### src/core/dbg_strap_pkg.sv
// shared constants for the debug status pins and boot straps
package dbg_strap_pkg;

  // ----------------------------------------------------------------
  // trace status codes
  // ----------------------------------------------------------------
  localparam logic [2:0] trace_code_stall = 3'h7;
  localparam logic [2:0] trace_code_jump_with_pc = 3'h6;
  localparam logic [2:0] trace_code_jump_no_pc = 3'h5;
  localparam logic [2:0] trace_code_exception = 3'h4;
  localparam logic [2:0] trace_code_sequential = 3'h3;
  localparam logic [2:0] trace_code_stall_trace = 3'h2;
  localparam logic [2:0] trace_code_trigger = 3'h1;
  localparam logic [2:0] trace_code_debug_run = 3'h0;

  // ----------------------------------------------------------------
  // mode bit positions carried by the debug pins
  // ----------------------------------------------------------------
  localparam int MODE_TRACE_LSB = 0;
  localparam int MODE_DATA_BIT = 3;
  localparam int MODE_ACK_BIT = 4;
  localparam int MODE_START_BIT = 5;
  localparam int MODE_MASTER_BIT = 6;
  localparam int MODE_WIDTH = 7;

  // ----------------------------------------------------------------
  // synchroniser lanes
  // ----------------------------------------------------------------
  localparam int SYN_ROLE = 7;
  localparam int SYN_BOOT = 8;
  localparam int SYN_TCK = 9;
  localparam int SYN_TMS = 10;
  localparam int SYN_WIDTH = 11;

  // ----------------------------------------------------------------
  // register map (byte addresses)
  // ----------------------------------------------------------------
  localparam logic [7:0] REG_PROBE_CTRL = 8'h00;
  localparam logic [7:0] REG_STRAP_STATUS = 8'h04;
  localparam logic [7:0] REG_TMS_STATUS = 8'h08;
  localparam int CTRL_BREAK_BIT = 12;
  localparam int STRAP_ROLE_BIT = 7;
  localparam int STRAP_DEBUG_BIT = 8;

  // ----------------------------------------------------------------
  // reset values and timing
  // ----------------------------------------------------------------
  localparam logic [6:0] MODE_RESET = 7'h00;
  localparam logic ROLE_SATELLITE = 1'b1;
  localparam logic ROLE_RESET = 1'b0;
  localparam logic [7:0] TMS_CNT_RESET = 8'h00;
  localparam int SYNC_STAGES = 3;
  // cycles after release before the synchronised straps are trusted
  localparam logic [2:0] SETTLE_CYCLES = 3'(SYNC_STAGES + 1);

endpackage

### src/core/debug_status_straps.sv
// debug status pins, transaction mirrors and cold-reset boot straps
// Notes on behaviour
// - drive 3-bit trace status code on pins
// - debug boot during reset gives debug exception
// - debug boot is a level, not latched
// - debug boot also sets probe break flag
// - sample test mode select on test clock rise
// - master pin high for cpu, low dma
// - ack mirror low on every data acknowledge
// - start strobe low, block address on 31:4
// - data flag low for data, high fetch
// - debug pins read as mode bits 6:0
// - address line 20 strap: 1 satellite, 0 host
// - host role: cpu writes all config registers
// - satellite role: eeprom loads read-only config
//
// The implementer's own choices: the address map and strobed register access.
`timescale 1ns/1ps
`default_nettype none

module debug_status_straps (
  input wire logic clk_i,
  input wire logic rstn_i,
  // core side, same clock
  input wire logic [2:0] trace_code_i,
  input wire logic txn_start_i,
  input wire logic txn_ack_i,
  input wire logic txn_is_cpu_i,
  input wire logic txn_is_data_i,
  input wire logic [27:0] txn_block_addr_i,
  // pins
  input wire logic [2:0] trace_pin_i,
  output logic [2:0] trace_pin_o,
  output logic [2:0] trace_pin_oe_o,
  input wire logic data_flag_n_pin_i,
  output logic data_flag_n_pin_o,
  output logic data_flag_n_pin_oe_o,
  input wire logic ack_mirror_n_pin_i,
  output logic ack_mirror_n_pin_o,
  output logic ack_mirror_n_pin_oe_o,
  input wire logic start_strobe_n_pin_i,
  output logic start_strobe_n_pin_o,
  output logic start_strobe_n_pin_oe_o,
  input wire logic master_cpu_pin_i,
  output logic master_cpu_pin_o,
  output logic master_cpu_pin_oe_o,
  output logic [27:0] block_addr_o,
  output logic block_addr_oe_o,
  input wire logic role_strap_pin_i,
  input wire logic debug_boot_i,
  input wire logic test_clk_i,
  input wire logic test_mode_sel_i,
  // boot results
  output logic boot_exc_o,
  output logic boot_exc_debug_o,
  output logic cfg_write_all_o,
  output logic eeprom_load_o,
  // register port
  input wire logic [7:0] reg_addr_i,
  input wire logic [31:0] reg_wdata_i,
  input wire logic reg_wr_i,
  input wire logic reg_rd_i,
  output logic [31:0] reg_rdata_o
);

  // ----------------------------------------------------------------
  // types
  // ----------------------------------------------------------------
  typedef enum logic [1:0] {ST_SETTLE, ST_BOOT, ST_RUN} boot_state_type;

  typedef struct packed {
    boot_state_type st;
    logic [2:0] cnt;
    logic [6:0] mode;
    logic sat;
    logic brk;
    logic exc;
    logic exc_dbg;
    logic eep;
    logic drive;
    logic [2:0] trace;
    logic start_n;
    logic ack_n;
    logic data_n;
    logic master;
    logic [27:0] addr;
    logic addr_oe;
    logic tck_q;
    logic tms_bit;
    logic [7:0] tms_cnt;
    logic [31:0] rdata;
  } top_state_type;

  top_state_type r_r;
  top_state_type r_nxt;

  // ----------------------------------------------------------------
  // pin synchronisers
  // ----------------------------------------------------------------
  logic [dbg_strap_pkg::SYN_WIDTH-1:0] syn_raw;
  logic [dbg_strap_pkg::SYN_WIDTH-1:0] syn_lvl;

  assign syn_raw = {test_mode_sel_i, test_clk_i, debug_boot_i, role_strap_pin_i,
                    master_cpu_pin_i, start_strobe_n_pin_i, ack_mirror_n_pin_i,
                    data_flag_n_pin_i, trace_pin_i};

  pin_sync3 #(.W(dbg_strap_pkg::SYN_WIDTH)) u_sync (
    .clk_i(clk_i),
    .rstn_i(rstn_i),
    .pin_i(syn_raw),
    .level_o(syn_lvl)
  );

  logic boot_lvl;
  logic tck_rise;
  logic txn_act;
  logic clr_brk;

  assign boot_lvl = syn_lvl[dbg_strap_pkg::SYN_BOOT];
  assign tck_rise = syn_lvl[dbg_strap_pkg::SYN_TCK] & ~r_r.tck_q;
  assign txn_act = txn_start_i | txn_ack_i;
  assign clr_brk = reg_wr_i && (reg_addr_i == dbg_strap_pkg::REG_PROBE_CTRL) &&
                   reg_wdata_i[dbg_strap_pkg::CTRL_BREAK_BIT];

  // ----------------------------------------------------------------
  // next state
  // ----------------------------------------------------------------
  always_comb begin
    r_nxt = r_r;
    r_nxt.exc = 1'b0;
    r_nxt.eep = 1'b0;
    r_nxt.tck_q = syn_lvl[dbg_strap_pkg::SYN_TCK];
    // boot level is followed live, held beyond the boot decision only by the break flag;
    // only the boot state below and the break flag look at it
    case (r_r.st)
      ST_SETTLE: begin
        // pins stay undriven so the straps can be read
        if (r_r.cnt == dbg_strap_pkg::SETTLE_CYCLES) begin
          r_nxt.mode = syn_lvl[dbg_strap_pkg::MODE_WIDTH-1:0];
          r_nxt.sat = syn_lvl[dbg_strap_pkg::SYN_ROLE];
          r_nxt.st = ST_BOOT;
        end else begin
          r_nxt.cnt = r_r.cnt + 3'h1;
        end
      end
      ST_BOOT: begin
        r_nxt.exc = 1'b1;
        r_nxt.exc_dbg = boot_lvl;
        r_nxt.eep = (r_r.sat == dbg_strap_pkg::ROLE_SATELLITE);
        r_nxt.drive = 1'b1;
        r_nxt.st = ST_RUN;
      end
      ST_RUN: begin
        r_nxt.st = ST_RUN;
      end
      default: begin
        r_nxt.st = ST_SETTLE;
      end
    endcase
    // set wins over the software clear; while the boot level is held high
    // a clear has no lasting effect
    if (boot_lvl) begin
      r_nxt.brk = 1'b1;
    end else if (clr_brk) begin
      r_nxt.brk = 1'b0;
    end
    // transaction mirrors
    r_nxt.trace = trace_code_i;
    r_nxt.start_n = ~txn_start_i;
    r_nxt.ack_n = ~txn_ack_i;
    r_nxt.master = txn_act ? txn_is_cpu_i : 1'b1;
    r_nxt.data_n = txn_act ? ~txn_is_data_i : 1'b1;
    r_nxt.addr_oe = txn_start_i;
    if (txn_start_i) begin
      r_nxt.addr = txn_block_addr_i;
    end
    if (tck_rise) begin
      r_nxt.tms_bit = syn_lvl[dbg_strap_pkg::SYN_TMS];
      r_nxt.tms_cnt = r_r.tms_cnt + 8'h01;
    end
    // register read, answered the next cycle
    r_nxt.rdata = 32'h0000_0000;
    if (reg_rd_i) begin
      case (reg_addr_i)
        dbg_strap_pkg::REG_PROBE_CTRL: begin
          r_nxt.rdata[dbg_strap_pkg::CTRL_BREAK_BIT] = r_r.brk;
        end
        dbg_strap_pkg::REG_STRAP_STATUS: begin
          r_nxt.rdata[dbg_strap_pkg::MODE_WIDTH-1:0] = r_r.mode;
          r_nxt.rdata[dbg_strap_pkg::STRAP_ROLE_BIT] = r_r.sat;
          r_nxt.rdata[dbg_strap_pkg::STRAP_DEBUG_BIT] = r_r.exc_dbg;
        end
        dbg_strap_pkg::REG_TMS_STATUS: begin
          r_nxt.rdata[7:0] = r_r.tms_cnt;
          r_nxt.rdata[8] = r_r.tms_bit;
        end
        default: begin
          r_nxt.rdata = 32'h0000_0000;
        end
      endcase
    end
  end

  always_ff @(posedge clk_i or negedge rstn_i) begin
    if (!rstn_i) begin
      r_r <= '{st: ST_SETTLE, cnt: 3'h0, mode: dbg_strap_pkg::MODE_RESET,
               sat: dbg_strap_pkg::ROLE_RESET, brk: 1'b0,
               exc: 1'b0, exc_dbg: 1'b0, eep: 1'b0, drive: 1'b0,
               trace: dbg_strap_pkg::trace_code_debug_run, start_n: 1'b1,
               ack_n: 1'b1, data_n: 1'b1, master: 1'b1, addr: 28'h0,
               addr_oe: 1'b0, tck_q: 1'b0, tms_bit: 1'b0,
               tms_cnt: dbg_strap_pkg::TMS_CNT_RESET, rdata: 32'h0};
    end else begin
      r_r <= r_nxt;
    end
  end

  // ----------------------------------------------------------------
  // outputs
  // ----------------------------------------------------------------
  assign trace_pin_o = r_r.trace;
  assign trace_pin_oe_o = {3{r_r.drive}};
  assign data_flag_n_pin_o = r_r.data_n;
  assign data_flag_n_pin_oe_o = r_r.drive;
  assign ack_mirror_n_pin_o = r_r.ack_n;
  assign ack_mirror_n_pin_oe_o = r_r.drive;
  assign start_strobe_n_pin_o = r_r.start_n;
  assign start_strobe_n_pin_oe_o = r_r.drive;
  assign master_cpu_pin_o = r_r.master;
  assign master_cpu_pin_oe_o = r_r.drive;
  assign block_addr_o = r_r.addr;
  // the data bus is only borrowed while the start strobe is shown
  assign block_addr_oe_o = r_r.addr_oe & r_r.drive;
  assign boot_exc_o = r_r.exc;
  assign boot_exc_debug_o = r_r.exc_dbg;
  assign cfg_write_all_o = r_r.drive & (r_r.sat != dbg_strap_pkg::ROLE_SATELLITE);
  assign eeprom_load_o = r_r.eep;
  assign reg_rdata_o = r_r.rdata;
endmodule

`default_nettype wire

### src/core/pin_sync3.sv
// three-stage input synchroniser with agreement filter
`timescale 1ns/1ps
`default_nettype none

module pin_sync3 #(
  parameter int W = 1
) (
  input wire logic clk_i,
  input wire logic rstn_i,
  input wire logic [W-1:0] pin_i,
  output logic [W-1:0] level_o
);

  typedef struct packed {
    logic [W-1:0] s1;
    logic [W-1:0] s2;
    logic [W-1:0] s3;
    logic [W-1:0] lvl;
  } sync_state_type;

  sync_state_type st_r;
  sync_state_type st_nxt;

  // s1 feeds only s2; the filter looks at s2 and s3
  always_comb begin
    st_nxt = st_r;
    st_nxt.s1 = pin_i;
    st_nxt.s2 = st_r.s1;
    st_nxt.s3 = st_r.s2;
    for (int i = 0; i < W; i++) begin
      if (st_r.s2[i] == st_r.s3[i]) begin
        st_nxt.lvl[i] = st_r.s3[i];
      end
    end
  end

  always_ff @(posedge clk_i or negedge rstn_i) begin
    if (!rstn_i) begin
      st_r <= '0;
    end else begin
      st_r <= st_nxt;
    end
  end

  assign level_o = st_r.lvl;

endmodule

`default_nettype wire

### config.mk
export PLATFORM = sky130hd
export DESIGN_NAME = debug_status_straps
export DESIGN_NICKNAME = d
export VERILOG_FILES = /design/src/core/dbg_strap_pkg.sv /design/src/core/debug_status_straps.sv /design/src/core/pin_sync3.sv
export SDC_FILE = /design/constraint.sdc
export NUM_CORES = 1
export LEC_CHECK = 0
export BUFFER_PORTS_ARGS = -buffer_cell sky130_fd_sc_hd__buf_2
export CORE_ASPECT_RATIO = 1.75
export CORE_MARGIN = 5
export CORE_UTILIZATION = 45
export CTS_CLUSTER_DIAMETER = 100
export DETAILED_ROUTE_END_ITERATION = 7
export GPL_TIMING_DRIVEN = 1
export PLACE_DENSITY_LB_ADDON = 0.2
export SLEW_MARGIN = 20
export SYNTH_ARGS = -nofsm -noshare
export SYNTH_HDL_FRONTEND = slang
export SYNTH_HIERARCHICAL = 1
export SYNTH_SLANG_ARGS = --single-unit
### constraint.sdc
create_clock -name clk_i -period 1.3 [get_ports clk_i]
set_clock_uncertainty 0.1 [all_clocks]
set_input_delay 0.13 -clock clk_i [delete_from_list [all_inputs] [get_ports clk_i]]
set_output_delay 0.13 -clock clk_i [all_outputs]
set_load 0.05 [all_outputs]
# After elaboration in Yosys (flattened, before gate mapping)

Cells that the tools add are included.

Register bits after elaboration: 140
Bits in latches: 0
Memory bits (writable): 0
Memory bits (read-only): 0
Bits of input ports: 90
Word-level logic and storage cells: 81
Memories kept: 0

$add $sub $neg: 2
Multipliers: 0
Divide/modulo/power cells: 0
Order comparisons: 0
Equality and inequality tests: 17
Shift operators: 0
Muxes and demuxes: 10
Bitwise logic cells: 10
Reductions and logical operators: 8

Operators with widths:

| kind                                                             | number |
|---|---|
| 9-bit one-hot mux with 2 select lines                            | 1 |
| 13-bit 2-to-1 mux                                                | 1 |
| 1-bit == test                                                    | 11 |
| 8-bit by 1-bit adder with 8-bit output (second input constant)   | 1 |
| 8-bit by 3-bit == test with 1-bit output (second input constant) | 1 |
| 8-bit by 4-bit == test with 1-bit output (second input constant) | 1 |
| 8-bit logical NOT                                                | 1 |
| 1-bit NOT                                                        | 6 |
| 1-bit 2-to-1 mux                                                 | 5 |
| 4-bit 2-to-1 mux                                                 | 1 |
| 2-bit one-hot mux with 2 select lines                            | 1 |
| 2-bit AND reduction                                              | 2 |
| 3-bit by 1-bit adder with 3-bit output (second input constant)   | 1 |
| 1-bit AND                                                        | 3 |
| 3-bit == test (second input constant)                            | 1 |
| 2-bit by 1-bit == test with 1-bit output (second input constant) | 1 |
| 2-bit == test (second input constant)                            | 1 |
| 1-bit logical AND                                                | 2 |
| 2-bit logical NOT                                                | 1 |
| 2-bit 2-to-1 mux                                                 | 1 |
| 2-bit inequality test (second input constant)                    | 1 |
| 2-bit nonzero test                                               | 1 |
| 2-bit OR reduction                                               | 1 |
| 1-bit OR                                                         | 1 |

# Depth between registers and ports, before layout

Depth in word-level cells: 5
Mapped depth: 5
Gate-level depth less buffers: 5

# By module

The synthesis kept the hierarchy.

Modules (own cells, without submodules):

| module              | instances | cells each | area each (um2) | seq. area each (um2) |
|---|---|---|---|---|
| debug_status_straps | 1         | 260        | 3369.5          | 1856.8 |
| pin_sync3           | 1         | 66         | 1307.5          | 1101.1 |

# Worst setup path after synthesis

Ideal clock, no wire load.

Kind: flip-flop to output port
Start: register r_r, in the netlist ack_mirror_n_pin_oe_o
End: output cfg_write_all_o
Arrival time: 1.508 ns
Path slack: -0.438 ns
Stages on the path, launching flop included: 2
Path buffers: 0
Cell sequence: dfrtp_1 > nor2b_1

Cells in the longest elaborated chain, start to end: 1

RTL lines:

| element                | RTL line                   | RTL |
|---|---|---|
| start, declared        | debug_status_straps.sv:94  | `top_state_type r_r;` |
| start signal, assigned | debug_status_straps.sv:206 | `r_r <= '{st: ST_SETTLE, cnt: 3'h0, mode: dbg_strap_pkg::MODE_RESET,` |
| start signal, assigned | debug_status_straps.sv:214 | `r_r <= r_nxt;` |
| 1-bit AND              | debug_status_straps.sv:236 | `assign cfg_write_all_o = r_r.drive & (r_r.sat != dbg_strap_pkg::ROLE_SATELLITE);` |
| end, declared          | debug_status_straps.sv:56  | `output logic cfg_write_all_o,` |

Every way passes these cells.

# Worst setup path after layout

Start: register r_r, in the netlist ack_mirror_n_pin_oe_o
End: output trace_pin_oe_o[2]

RTL lines:

| element       | RTL line                  | RTL |
|---|---|---|
| end, declared | debug_status_straps.sv:34 | `output logic [2:0] trace_pin_oe_o,` |

No word-level cell between the ends.

==> out/results.txt <==
Post-synth EDFFs: 0
Initial Utilization: 0.457
Crit path kind: reg -> out
Cell Pwr Density: 1570 mW/mm^2
R2R setup slack: -50 ps
RR Startpoint: r_r[95]
Drt wl/cell: 14.3 um
First-pass GRT wire length: 14,300 um
Post-layout util: 0.622
Clk_lat worst skew: 400 ps
CTS Buffer Depth: 2
Final period utilization: 1.06
Distinct cells, synth: 36
H-tree depth: 4
Area of the multi-input gates: 0.00122 mm^2
Post-Route WL: 8750 um
Hold Vio Cnt, Final: 2
Antenna Nets Post-Route: 0
Sequential cell area: 0.00296 mm^2
Hold Path Class: in -> reg
Synthesized cell area: 0.00468 mm^2
Pre-CTS worst setup slack: -92.2 ps
Req. time, crit path: 1070 ps
Fin crit period: 1380 ps
CP max FO: 6
Vias per cell: 4.44
IO Count: 169
FF-to-FF path depth: 4
Worst r2r dst: r_r[95]
Iteration-0 DRC count of the detailed router: 104
Crit path DAT: 1150 ps
Failing checks: negative hold slack, negative setup slack
Avg Cell Area, Syn: 14.3 um^2
DP HPWL: 5740 um
Critical Path Max Stage Delay: 450 ps
Die height: 145 um
Max stage delay cell, worst path: dfrtp_2
Relative slew slack: 0.593
Drt drc: 0
Routed vias: 2,715
Root Driver: clkbuf_16
Peak Freq: 0.725 GHz
Crit end category: primary output
FP Rows: 49
Final slew viol count: 0
Ant diodes: 0
Main synth FF type: dfrtp_1
Hold buffer count at cts: 54
Placer Congestion: 0.732
Vias in the first global route: 3,054
Share of cells above drive strength 1: 0.437
Largest net degree at the start of global routing: 33
RSZ-0062 raised after global routing: yes
Status: complete, but fails checks
Launch point of the critical path: ack_mirror_n_pin_oe_o
Hold Crit Depth: 4
Part of the Yosys area used for sequential elements: 0.632
DIE AREA: 0.0126 mm^2
Total Neg Setup Slack: -891 ps
Worst-Margin Slew: 609 ps
Yosys warnings: 6
Ys async rst share: 1.00
Die Width: 87.1 um
Port Buffers: 115
Initial antenna violation count: 0
Sink Count: 118
Crit-path cells: buf_6 -> buf_8
Worst setup margin: -79.8 ps
Filler cells: 752
Syn-to-layout area delta: 36.2%
CP Launch Type: flip-flop
Final setup viols: 22
Core Area: 0.0102 mm^2
# nets final: 567
Flops & latches, synth: 118
Mapped Cells: 326
CTS tree: done
Max-cap violations: 0
Global route overflow: 0
Worst-path clk slew: 50 ps
Max VDD drop: 1050 uV
Critical path endpoint: trace_pin_oe_o[2]
CTS Buf Count: 17
Hold WS: -44.7 ps
TritonRoute pass-1 iters: 4
Leak: 0.00303 uW
Gr usage total: 0.148
[cells in the mapped netlist, types with 2 or more instances]
| cell | number | area share |
|---|---|---|
| nor2b_1 | 6 | 0.0080 |
| nand4_1 | 4 | 0.0053 |
| a22oi_1 | 9 | 0.014 |
| dfstp_2 | 4 | 0.022 |
| buf_2 | 4 | 0.0043 |
| a21oi_1 | 2 | 0.0021 |
| inv_1 | 6 | 0.0048 |
| buf_4 | 80 | 0.13 |
| mux2_1 | 33 | 0.079 |
| dfrtp_1 | 114 | 0.61 |
| nor2_1 | 9 | 0.0072 |
| o21ai_0 | 2 | 0.0021 |
| maj3_2 | 11 | 0.026 |
| mux2_2 | 7 | 0.017 |
| and2_1 | 2 | 0.0027 |
| xnor2_1 | 7 | 0.013 |
| ha_1 | 5 | 0.013 |
| nand2_1 | 3 | 0.0024 |
[metal layers]
layer / GRT usage / wire length, um
met4: 0.0862 / 349
met3: 0.0572 / 594
met5: 0 / 0
met1: 0.160 / 3080
met2: 0.245 / 4720
[final cells by class]
cell class / count / area share
flip-flops and latches: 118 / 0.465
repair buffers: 192 / 0.228
multi-input cells: 137 / 0.191
clock buffers: 21 / 0.0707
well taps: 127 / 0.0249
clock inverters: 11 / 0.0169
inverters: 6 / 0.00354
[metrics by stage]
stage	hold WS (ps)	power [uW]	instances	area (um^2)
3_5_place_dp	-40.4	5540	518	5070
5_1_grt	-44.7	10400	612	6370
4_1_cts	-69.6	10100	609	6310
6_report	-44.7	9990	612	6370
2_1_floorplan	-266	5300	347	4810
3_3_place_gp	-44.5	5510	518	5070
[how the worst min path moves through the flow]
| stage | startpoint | slack, ps | end |
|---|---|---|---|
| floorplan | rstn_i | -270 | ack_mirror_n_pin_oe_o |
| global placement | rstn_i | -40 | u_sync/st_nxt[20] |
| detailed placement | rstn_i | -40 | u_sync/st_nxt[20] |
| CTS | reg_addr_i[1] | -70 | reg_rdata_o[12] |
| global route | reg_addr_i[0] | -40 | reg_rdata_o[12] |
| finish | reg_addr_i[1] | -40 | reg_rdata_o[12] |
[flip-flops by register name, indices dropped and copies added (netlist names), 3 cells and up]
| name | cells |
|---|---|
| u_sync/level_o | 11 |
| r_r | 25 |
| trace_pin_o | 3 |
| block_addr_o | 28 |
| u_sync/st_r | 11 |
| reg_rdata_o | 10 |
| u_sync/st_nxt | 22 |
[what timing repair did]
item                       CTS  global route
pin swaps                    3             4
hold endpoints to repair   163             1
buffers inserted             5             3
cloned                       0             0
setup endpoints to repair   23            30
gates resized for setup     35            15
[worst max-delay path: cells and delay by family (launching register included)]
kind / cells / cell delay, ps
flip-flops: 1 / 450
buffers and inverters: 2 / 300
[where the power goes]
group / switching [uW] / leakage, uW / total [uW] / internal [uW]
logic: 899 / 0.00134 / 1450 / 555
registers: 209 / 0.00141 / 4200 / 3990
clock network: 1500 / 0.000280 / 4330 / 2830
[cells in the final DEF, fill, tap and decap left out, types with 7 or more instances in the layout]
master / n
a22oi_1: 9
buf_2: 99
buf_4: 20
buf_8: 9
clkbuf_16: 17
clkinv_2: 8
conb_1: 22
dfrtp_1: 113
dlygate4sd3_1: 54
maj3_2: 11
mux2_1: 29
mux2_2: 7
nor2_1: 7
xnor2_1: 7
[cells by family after synthesis]
logic type                 synth area share
muxes                                0.0963
xor gates and xnor gates             0.0150
adders and majority gates            0.0399
DFF                                   0.632
and+or+nand+nor                      0.0506
AOI/OAI and AO/OA                    0.0257
other                              0.000802
buffers and inverters                 0.139
Power figures use the tool's default switching activity.
